--- src/idc_defines.svh ---
// Constants of the ISA DMA controller block: offsets, fields, resets, timing.
// Assumes inclusion by bare name from the package and the controller module.
`ifndef IDC_DEFINES_SVH
`define IDC_DEFINES_SVH

// Global registers (byte offsets)
`define IDC_OFS_REQUEST 12'h000
`define IDC_OFS_MASK 12'h004
`define IDC_OFS_FAST 12'h008
`define IDC_OFS_STATUS 12'h00C
`define IDC_OFS_REFRESH 12'h010
// Channel block: base + channel * stride + register
`define IDC_OFS_CH_BASE 12'h100
`define IDC_CH_STRIDE 12'h020
`define IDC_REG_BASE_ADDR 3'h0
`define IDC_REG_BASE_CNT 3'h1
`define IDC_REG_CUR_ADDR 3'h2
`define IDC_REG_CUR_CNT 3'h3
`define IDC_REG_PAGE 3'h4
`define IDC_REG_MODE 3'h5

// Mode register fields
`define IDC_MODE_TYPE_LSB 0
`define IDC_MODE_AUTOINIT_BIT 2
`define IDC_MODE_DEC_BIT 3
`define IDC_MODE_XMODE_LSB 4
// Status register fields
`define IDC_STAT_TC_LSB 0
`define IDC_STAT_REQ_LSB 8
`define IDC_STAT_MASTER_BIT 16
`define IDC_STAT_HOLD_BIT 17

// Reset values
`define IDC_RST_MASK 8'hFF
`define IDC_RST_MODE 6'h00
`define IDC_RST_CASCADE_MODE 6'h30

// Timing in SYSCLK periods (pclk serves as SYSCLK), fast buffer size, cascade channel
`define IDC_COMPAT_CYCLES 4'h8
`define IDC_FAST_CYCLES 4'h3
`define IDC_FAST_BUF_BYTES 3'h4
`define IDC_CASCADE_CH 3'h4

`endif

--- src/idc_pkg.sv ---
// Types of the ISA DMA controller block.
// Assumes idc_defines.svh sits in the include path.
`default_nettype none
`include "idc_defines.svh"

package idc_pkg;

    typedef enum logic [1:0] {
        IDC_ST_SLAVE = 2'b00,
        IDC_ST_HOLD = 2'b01,
        IDC_ST_XFER = 2'b10,
        IDC_ST_CASCADE = 2'b11
    } idc_state_t;

    typedef enum logic [1:0] {
        IDC_XM_DEMAND = 2'b00,
        IDC_XM_SINGLE = 2'b01,
        IDC_XM_BLOCK = 2'b10,
        IDC_XM_CASCADE = 2'b11
    } idc_xmode_t;

    typedef enum logic [1:0] {
        IDC_XT_VERIFY = 2'b00,
        IDC_XT_WRITE = 2'b01,
        IDC_XT_READ = 2'b10,
        IDC_XT_ILLEGAL = 2'b11
    } idc_xtype_t;

endpackage : idc_pkg
`default_nettype wire

--- src/idc_dma_ctrl.sv ---
// Seven-channel cascaded ISA DMA controller with upstream hold handshake.
// Assumes an APB master on pclk; dreq and the hold grant arrive from pins.
`timescale 1ns/10ps
`default_nettype none
`include "idc_defines.svh"

// How it works
// - Request raises upstream hold request
// - Acknowledge held off until bus owned
// - Grant sampled before ISA bus handed over
// - Channel four fixed cascade link
// - Seven channels across two controllers
// - Request register bit raises software request
// - Channels 0-3 count bytes
// - Channels 5-7 count words, address shifted
// - Page plus current address gives 24 bits
// - Refresh addresses; autoinit reload on terminal
// - Idle means slave mode, registers answer
// - Master mode: DMA cycles or cascade
// - Memory strobe only below 16 Mbytes
// - System memory strobe only below 1 Mbyte
// - Address enable high during DMA cycles
// - Address latch enable high during DMA
// - Single, block, demand, cascade; no mem-to-mem
// - Read, write, verify in active modes
// - Count down, step address, terminal at wrap
// - Single mode releases bus after each transfer
// - Fast bit selects three-clock timing, buffer
module idc_dma_ctrl #(
    parameter int NCH = 8
) (
    // APB slave
    input wire logic pclk,
    input wire logic presetn,
    input wire logic psel,
    input wire logic penable,
    input wire logic pwrite,
    input wire logic [11:0] paddr,
    input wire logic [31:0] pwdata,
    output logic [31:0] prdata,
    output logic pready,
    output logic pslverr,
    // ISA DMA handshake
    input wire logic [NCH-1:0] dreq,
    output logic [NCH-1:0] dack,
    output logic terminal_count,
    // Upstream arbiter, active low pins
    output logic upstream_hold_request_n,
    input wire logic upstream_hold_grant_n,
    // ISA cycle control
    output logic aen,
    output logic bale,
    output logic [23:0] mem_addr,
    output logic mem_read_n,
    output logic mem_write_n,
    output logic sys_mem_read_n,
    output logic sys_mem_write_n,
    output logic io_read_n,
    output logic io_write_n,
    output logic fast_buffer_flush,
    // Refresh
    input wire logic refresh_tick,
    output logic [15:0] refresh_addr
);
    import idc_pkg::*;

    logic [NCH-1:0] dreq_meta;
    logic [NCH-1:0] dreq_s;
    logic grant_meta;
    logic grant_s;
    logic [15:0] base_addr [NCH];
    logic [15:0] base_cnt [NCH];
    logic [15:0] cur_addr [NCH];
    logic [15:0] cur_cnt [NCH];
    logic [7:0] page [NCH];
    logic [5:0] channel_mode_register [NCH];
    logic [NCH-1:0] sw_req;
    logic [NCH-1:0] mask;
    logic [NCH-1:0] fast_timing_select;
    logic [NCH-1:0] tc_flag;
    idc_state_t state;
    logic [2:0] ch;
    logic [3:0] cyc;
    logic grant_armed;
    logic [2:0] buf_bytes;
    logic [NCH-1:0] pend;
    logic any_pend;
    logic [2:0] win;
    idc_xmode_t xmode;
    idc_xtype_t xtype;
    logic fast;
    logic wide;
    logic [3:0] cyc_last;
    logic xfer_done;
    logic at_tc;
    logic strobe_win;
    logic [24:0] phys;
    logic wr_en;
    logic rd_en;
    logic is_ch;
    logic [2:0] rch;
    logic [2:0] rreg;
    logic mapped;
    logic [31:0] rd_val;

    // Pin inputs through two flops
    always_ff @(posedge pclk or negedge presetn)
    begin
        if (!presetn)
        begin
            dreq_meta <= '0;
            dreq_s <= '0;
            grant_meta <= 1'b0;
            grant_s <= 1'b0;
        end
        else
        begin
            dreq_meta <= dreq;
            dreq_s <= dreq_meta;
            grant_meta <= ~upstream_hold_grant_n;
            grant_s <= grant_meta;
        end
    end

    // Request pool and fixed priority 0,1,2,3,5,6,7
    always_comb
    begin
        pend = (dreq_s | sw_req) & ~mask;
        pend[`IDC_CASCADE_CH] = 1'b0;
        any_pend = |pend;
        win = 3'h0;
        for (int i = NCH - 1; i >= 0; i--)
        begin
            if (pend[i])
            begin
                win = 3'(i);
            end
        end
    end

    assign xmode = idc_xmode_t'(
        channel_mode_register[ch][`IDC_MODE_XMODE_LSB +: 2]);
    assign xtype = idc_xtype_t'(
        channel_mode_register[ch][`IDC_MODE_TYPE_LSB +: 2]);
    assign fast = fast_timing_select[ch];
    assign wide = ch[2];
    assign cyc_last = fast ? `IDC_FAST_CYCLES - 4'h1 : `IDC_COMPAT_CYCLES - 4'h1;
    assign xfer_done = (state == IDC_ST_XFER) && (cyc == cyc_last);
    assign at_tc = cur_cnt[ch] == 16'h0000;
    assign strobe_win = (state == IDC_ST_XFER) && (cyc != 4'h0)
        && (cyc != cyc_last || fast);

    // Master/slave sequencing
    always_ff @(posedge pclk or negedge presetn)
    begin
        if (!presetn)
        begin
            state <= IDC_ST_SLAVE;
            ch <= 3'h0;
            cyc <= 4'h0;
            grant_armed <= 1'b0;
        end
        else
        begin
            unique case (state)
                IDC_ST_SLAVE:
                begin
                    grant_armed <= 1'b0;
                    if (any_pend)
                    begin
                        state <= IDC_ST_HOLD;
                        ch <= win;
                    end
                end
                IDC_ST_HOLD:
                begin
                    cyc <= 4'h0;
                    // Grant left over from the last tenure must drop first
                    if (!grant_s)
                    begin
                        grant_armed <= 1'b1;
                    end
                    if (grant_s && grant_armed)
                    begin
                        if (xmode == IDC_XM_CASCADE)
                        begin
                            state <= IDC_ST_CASCADE;
                        end
                        else
                        begin
                            state <= IDC_ST_XFER;
                        end
                    end
                end
                IDC_ST_XFER:
                begin
                    cyc <= xfer_done ? 4'h0 : cyc + 4'h1;
                    if (xfer_done)
                    begin
                        if (at_tc || xmode == IDC_XM_SINGLE)
                        begin
                            state <= IDC_ST_SLAVE;
                        end
                        else if (xmode == IDC_XM_DEMAND && !dreq_s[ch])
                        begin
                            state <= IDC_ST_SLAVE;
                        end
                    end
                end
                IDC_ST_CASCADE:
                begin
                    if (!dreq_s[ch])
                    begin
                        state <= IDC_ST_SLAVE;
                    end
                end
            endcase
        end
    end

    // APB decode
    assign rch = paddr[7:5];
    assign rreg = paddr[4:2];
    assign is_ch = paddr[11:8] == 4'h1;
    assign mapped = (paddr[1:0] == 2'b00) && (is_ch ? rreg <= `IDC_REG_MODE
        : (paddr[11:8] == 4'h0 && paddr[7:5] == 3'h0
        && paddr[4:0] <= 5'(`IDC_OFS_REFRESH)));
    assign wr_en = psel && penable && pwrite && mapped;
    assign rd_en = psel && !penable;
    assign pready = psel && penable;
    assign pslverr = psel && penable && !mapped;

    // Channel registers and address/count stepping
    always_ff @(posedge pclk or negedge presetn)
    begin
        if (!presetn)
        begin
            for (int i = 0; i < NCH; i++)
            begin
                base_addr[i] <= 16'h0000;
                base_cnt[i] <= 16'h0000;
                cur_addr[i] <= 16'h0000;
                cur_cnt[i] <= 16'h0000;
                page[i] <= 8'h00;
                channel_mode_register[i] <= (i == `IDC_CASCADE_CH)
                    ? `IDC_RST_CASCADE_MODE : `IDC_RST_MODE;
            end
        end
        else
        begin
            if (wr_en && is_ch)
            begin
                unique case (rreg)
                    `IDC_REG_BASE_ADDR:
                    begin
                        base_addr[rch] <= pwdata[15:0];
                        cur_addr[rch] <= pwdata[15:0];
                    end
                    `IDC_REG_BASE_CNT:
                    begin
                        base_cnt[rch] <= pwdata[15:0];
                        cur_cnt[rch] <= pwdata[15:0];
                    end
                    `IDC_REG_PAGE: page[rch] <= pwdata[7:0];
                    `IDC_REG_MODE:
                    begin
                        if (rch != `IDC_CASCADE_CH)
                        begin
                            channel_mode_register[rch] <= pwdata[5:0];
                        end
                    end
                    default:
                    begin
                    end
                endcase
            end
            if (xfer_done)
            begin
                if (at_tc && channel_mode_register[ch][`IDC_MODE_AUTOINIT_BIT])
                begin
                    cur_addr[ch] <= base_addr[ch];
                    cur_cnt[ch] <= base_cnt[ch];
                end
                else
                begin
                    cur_cnt[ch] <= cur_cnt[ch] - 16'h0001;
                    if (channel_mode_register[ch][`IDC_MODE_DEC_BIT])
                    begin
                        cur_addr[ch] <= cur_addr[ch] - 16'h0001;
                    end
                    else
                    begin
                        cur_addr[ch] <= cur_addr[ch] + 16'h0001;
                    end
                end
            end
        end
    end

    // Global control; hardware set wins over software clear
    always_ff @(posedge pclk or negedge presetn)
    begin
        if (!presetn)
        begin
            sw_req <= '0;
            mask <= `IDC_RST_MASK;
            fast_timing_select <= '0;
            tc_flag <= '0;
        end
        else
        begin
            if (wr_en && !is_ch && paddr[4:0] == 5'(`IDC_OFS_REQUEST))
            begin
                sw_req <= sw_req | pwdata[NCH-1:0];
            end
            else if (xfer_done && at_tc)
            begin
                sw_req[ch] <= 1'b0;
            end
            if (wr_en && !is_ch && paddr[4:0] == 5'(`IDC_OFS_MASK))
            begin
                mask <= pwdata[NCH-1:0];
            end
            if (xfer_done && at_tc
                && !channel_mode_register[ch][`IDC_MODE_AUTOINIT_BIT])
            begin
                mask[ch] <= 1'b1;
            end
            if (wr_en && !is_ch && paddr[4:0] == 5'(`IDC_OFS_FAST))
            begin
                fast_timing_select <= pwdata[NCH-1:0];
            end
            if (wr_en && !is_ch && paddr[4:0] == 5'(`IDC_OFS_STATUS))
            begin
                tc_flag <= tc_flag & ~pwdata[NCH-1:0];
            end
            if (xfer_done && at_tc)
            begin
                tc_flag[ch] <= 1'b1;
            end
        end
    end

    // Refresh address generation
    always_ff @(posedge pclk or negedge presetn)
    begin
        if (!presetn)
        begin
            refresh_addr <= 16'h0000;
        end
        else if (refresh_tick)
        begin
            refresh_addr <= refresh_addr + 16'h0001;
        end
    end

    // Fast buffer: gather four bytes, or reach terminal count, before a flush
    always_ff @(posedge pclk or negedge presetn)
    begin
        if (!presetn)
        begin
            buf_bytes <= 3'h0;
            fast_buffer_flush <= 1'b0;
        end
        else
        begin
            fast_buffer_flush <= 1'b0;
            if (xfer_done && fast)
            begin
                if (buf_bytes + (wide ? 3'h2 : 3'h1) >= `IDC_FAST_BUF_BYTES
                    || at_tc)
                begin
                    buf_bytes <= 3'h0;
                    fast_buffer_flush <= 1'b1;
                end
                else
                begin
                    buf_bytes <= buf_bytes + (wide ? 3'h2 : 3'h1);
                end
            end
        end
    end

    // Read data captured in the setup phase
    always_comb
    begin
        rd_val = 32'h0000_0000;
        if (is_ch)
        begin
            unique case (rreg)
                `IDC_REG_BASE_ADDR: rd_val = {16'h0000, base_addr[rch]};
                `IDC_REG_BASE_CNT: rd_val = {16'h0000, base_cnt[rch]};
                `IDC_REG_CUR_ADDR: rd_val = {16'h0000, cur_addr[rch]};
                `IDC_REG_CUR_CNT: rd_val = {16'h0000, cur_cnt[rch]};
                `IDC_REG_PAGE: rd_val = {24'h000000, page[rch]};
                `IDC_REG_MODE: rd_val = {26'h0, channel_mode_register[rch]};
                default: rd_val = 32'h0000_0000;
            endcase
        end
        else
        begin
            unique case (paddr[4:0])
                5'(`IDC_OFS_REQUEST): rd_val = {24'h000000, sw_req};
                5'(`IDC_OFS_MASK): rd_val = {24'h000000, mask};
                5'(`IDC_OFS_FAST): rd_val = {24'h000000, fast_timing_select};
                5'(`IDC_OFS_STATUS): rd_val = {14'h0000,
                    state != IDC_ST_SLAVE, state == IDC_ST_XFER
                    || state == IDC_ST_CASCADE, pend, tc_flag};
                5'(`IDC_OFS_REFRESH): rd_val = {16'h0000, refresh_addr};
                default: rd_val = 32'h0000_0000;
            endcase
        end
    end

    always_ff @(posedge pclk or negedge presetn)
    begin
        if (!presetn)
        begin
            prdata <= 32'h0000_0000;
        end
        else if (rd_en)
        begin
            prdata <= mapped ? rd_val : 32'h0000_0000;
        end
    end

    // ISA side outputs
    assign upstream_hold_request_n = state == IDC_ST_SLAVE;
    always_comb
    begin
        dack = '0;
        if (state == IDC_ST_XFER || state == IDC_ST_CASCADE)
        begin
            dack[ch] = 1'b1;
        end
    end
    assign terminal_count = xfer_done && at_tc;
    assign aen = state == IDC_ST_XFER;
    assign bale = state == IDC_ST_XFER || state == IDC_ST_CASCADE;
    assign phys = wide ? {1'b0, page[ch][7:1], cur_addr[ch], 1'b0}
        : {1'b0, page[ch], cur_addr[ch]};
    assign mem_addr = phys[23:0];
    assign mem_read_n = !(strobe_win && xtype == IDC_XT_READ
        && !phys[24]);
    assign mem_write_n = !(strobe_win && xtype == IDC_XT_WRITE && !phys[24]);
    assign sys_mem_read_n = !(strobe_win && xtype == IDC_XT_READ
        && phys[24:20] == 5'h00);
    assign sys_mem_write_n = !(strobe_win && xtype == IDC_XT_WRITE
        && phys[24:20] == 5'h00);
    assign io_write_n = mem_read_n;
    assign io_read_n = mem_write_n;
endmodule : idc_dma_ctrl
`default_nettype wire

--- config.mk ---
export PLATFORM = sky130hd
export DESIGN_NAME = idc_dma_ctrl
export DESIGN_NICKNAME = d
export VERILOG_FILES = /design/src/idc_pkg.sv /design/src/idc_dma_ctrl.sv
export VERILOG_INCLUDE_DIRS = /design/src
export SDC_FILE = /design/constraint.sdc
export NUM_CORES = 2
export LEC_CHECK = 0
export BUFFER_PORTS_ARGS = -buffer_cell sky130_fd_sc_hd__buf_2
export CORE_ASPECT_RATIO = 1.2
export CORE_UTILIZATION = 51
export CTS_CLUSTER_SIZE = 24
export DETAILED_ROUTE_END_ITERATION = 10
export GPL_ROUTABILITY_DRIVEN = 0
export PLACE_DENSITY = 0.65
export SKIP_LAST_GASP = 1
export SYNTH_ARGS = -nofsm -noshare
export SYNTH_HDL_FRONTEND = slang
export SYNTH_SLANG_ARGS = --single-unit
--- constraint.sdc ---
create_clock -name pclk -period 6.5 [get_ports pclk]
set_clock_uncertainty 0.05 [all_clocks]
set_input_delay 1.3 -clock pclk [delete_from_list [all_inputs] [get_ports pclk]]
set_output_delay 1.3 -clock pclk [all_outputs]
set_load 0.05 [all_outputs]
==> metrics.yaml <==
logic_synthesis:
  synth.area.top_cells: "dfrtp_1 (45%), a22oi_1 (6.7%), mux2_2 (6.2%)"
  yosys_register_bits: 722
  syn_area_um2: 39800
  yosysSeqAreaShare: 0.454
  synth_cell_type_count: 87
  syn_avg_cell_area_um2: 10.5
  async_reset_ff_frac: 1.00
  netlist.area_leader.share: 0.447
  synth_edf_count: 0
  yosys_warnings: 0
  syn-instance-count: 3789
  yosysTopAreaCell: "dfrtp_1"
  synth-main-ff-cell: "dfrtp_1"
clock_network:
  clockBufferDepth: 3
  cts_tree: "done"
  clock_latency_ns: 0.67
  cts_resized: 0
  cts_buffers: 77
  postCtsHoldBufs: 0
  cts-root-buf: "clkbuf_16"
  post_cts_buffers: 0
  clk_pin_slew_ns: 0.06
  ctsHtreeMaxLevel: 3
  clock_sinks: 722
layout:
  mostFrequentLayoutCells: "dfrtp_1 (709), a22oi_1 (357), a21oi_1 (265), a211oi_1 (243), mux2_2 (218)"
  final_util: 0.575
  fin_cells: 4809
  final_common_cell: "dfrtp_1"
  nets: 3799
  area_delta_synth_final_pct: 10.9
  drive_above_1_share: 0.210
die:
  ioPinCount: 152
  dieArea_um2: 79300
  rows: 111
  core_area_um2: 76800
  die_x_um: 257
  die_h_um: 308
  start_util: 0.519
setup_path:
  setup.worst_path.start_class: "flop"
  endpoint_kind: "output port"
  r2r.worst_path.cells: 10
  arrival_ns: 4.92
  critical_path_class: "flop to output port"
  crit_slowest_cell: "nor2b_1"
  regToRegSetupSlack_ns: 1.44
  crit_family: "simple AND/OR/NAND/NOR gates"
  path_cells: "buf_4 -> nor2b_1 -> a22oi_1 -> o211a_1 -> nand4_1 -> nor3_2 -> and2_1 -> nand2b_1 -> inv_1 -> buf_2"
  path_max_fanout: 25
  crit_required_ns: 5.15
  worstReg2RegEnd: "cur_addr[126]"
  critPathBufInv: 3
  r2r-start: "ch[2]"
  crit_path_max_incr_delay_ns: 1.01
sta:
  fmax_ghz: 0.160
  drv_slew: 0
  relSlewSlack: 0.189
  fin_ws_ns: 0.235
  rsz0062_at_grt: "no"
  setup_viol: 0
  worstMarginPinSlew_ns: 1.21
  period_minus_slack_ns: 6.27
  finalSetupTns_ns: 0
  fin_crit_sh: 0.964
  timing_hold_violations_final: 0
detailed_routing:
  antenna_left: 0
  avgRoutedWirePerCell_um: 34.3
  avgViaCountPerCell: 7.51
  drt_iter0_drc: 5299
  drc: 0
  firstDrtPassIters: 8
  postRouteWirelength_um: 165000
  via_count: 36129
grt:
  grt_pass1_vias: 35230
  grt_pass1_wl_um: 242000
  antenna_found_initial: 8
  grt_max_degree: 149
  grt.total_usage: 0.413
  overflow: 0
power:
  ir_drop_mv: 0.216
  leakagePower_nw: 21.4
  powerDensity_nw_per_um2: 235
worst_hold_path:
  hp-start: "dreq_meta[5]"
  hold_depth: 0
  min_to: "dreq_s[5]"
  hold_path_class: "flop to flop"
placed_design:
  dp.cells: 4665
  portBuffers: 121
  dp_worst_setup_slack_ns: 1.17
  place_hpwl_um: 103000
run:
  maxCapViolCount: 0
run_status:
  status: "complete, no violations"
-- layer usage --
layer | track usage | wire length (µm) | vias to the layer above
met5 | 0 | 42 | -
li1 | - | - | 14565
met3 | 0.119 | 20600 | 718
met1 | 0.517 | 59700 | 18108
met2 | 0.619 | 71600 | 2732
met4 | 0.285 | 13000 | 6
-- metrics by stage --
stage / cell area, µm² / hold WS (ns) / power, W
2_1_floorplan: 39900 / 0.281 / 0.00523
3_3_place_gp: 41500 / 0.285 / 0.00566
3_5_place_dp: 41500 / 0.293 / 0.00567
4_1_cts: 44200 / 0.298 / 0.0103
5_1_grt: 44200 / 0.302 / 0.0106
6_report: 44200 / 0.298 / 0.0104
-- sequential cells by signal, indices dropped and copies added, names as in the netlist, 4 cells and up --
signal and count:
dreq_meta 8, fast_timing_select 8, page 64, refresh_addr 16
cur_cnt 128, mask 8, channel_mode_register 48, tc_flag 8
cyc 4, base_addr 128, sw_req 8, cur_addr 128
base_cnt 128, dreq_s 8, prdata 18
-- cell families after synthesis --
family / share of synthesized area
flops: 0.454
buf+inv: 0.0458
xor+xnor: 0.00923
other cells: 0.0000941
mux: 0.120
compound gates: 0.263
simple gates: 0.103
fa+ha+maj: 0.00427
-- layout make-up --
cell class	count	area (µm²)
Inverter	30	113
Multi-Input combinational cell	2645	20200
Antenna cell	1	2.50
Clock buffer	109	2260
Fill cell	6599	32600
Sequential cell	722	18100
Tap cell	1017	1270
Timing Repair Buffer	251	1850
Clock inverter	34	400
-- where the power goes --
part / switching (W) / internal (W) / total (W) / leakage [nW]
sequential: 0.0000613 / 0.00453 / 0.00460 / 9.94
clock: 0.00201 / 0.00275 / 0.00476 / 1.32
combinational: 0.000806 / 0.000215 / 0.00102 / 10.1
-- how the worst max path moves through the flow --
stage	startpoint	end	slack (ns)	depth (start not counted)
floorplan	ch[1]	mem_addr[4]	1.42	10
global placement	ch[2]	terminal_count	1.19	10
detailed placement	ch[2]	terminal_count	1.17	10
CTS	ch[2]	terminal_count	0.47	10
global route	ch[2]	terminal_count	0.20	10
finish	ch[2]	terminal_count	0.23	10
-- cell usage after synthesis, types with 20 or more instances --
| cell | count |
|---|---|
| mux4_2 | 65 |
| a22oi_1 | 357 |
| a31oi_1 | 41 |
| xor2_1 | 20 |
| nand4_1 | 91 |
| a22o_1 | 70 |
| buf_1 | 35 |
| dfrtp_1 | 712 |
| a21o_1 | 178 |
| clkbuf_1 | 320 |
| a21oi_2 | 42 |
| mux2_2 | 218 |
| mux2i_1 | 74 |
| a21oi_1 | 265 |
| inv_1 | 28 |
| buf_4 | 21 |
| and2_1 | 28 |
| a211oi_1 | 243 |
| nand3_1 | 31 |
| o21ai_0 | 59 |
| nor3_1 | 22 |
| nor2_1 | 99 |
| a221oi_1 | 78 |
| xnor2_1 | 22 |
| and3_1 | 214 |
| nand2_1 | 155 |
| buf_2 | 20 |
| nor2b_1 | 45 |
(Power assumes the default switching activity.)
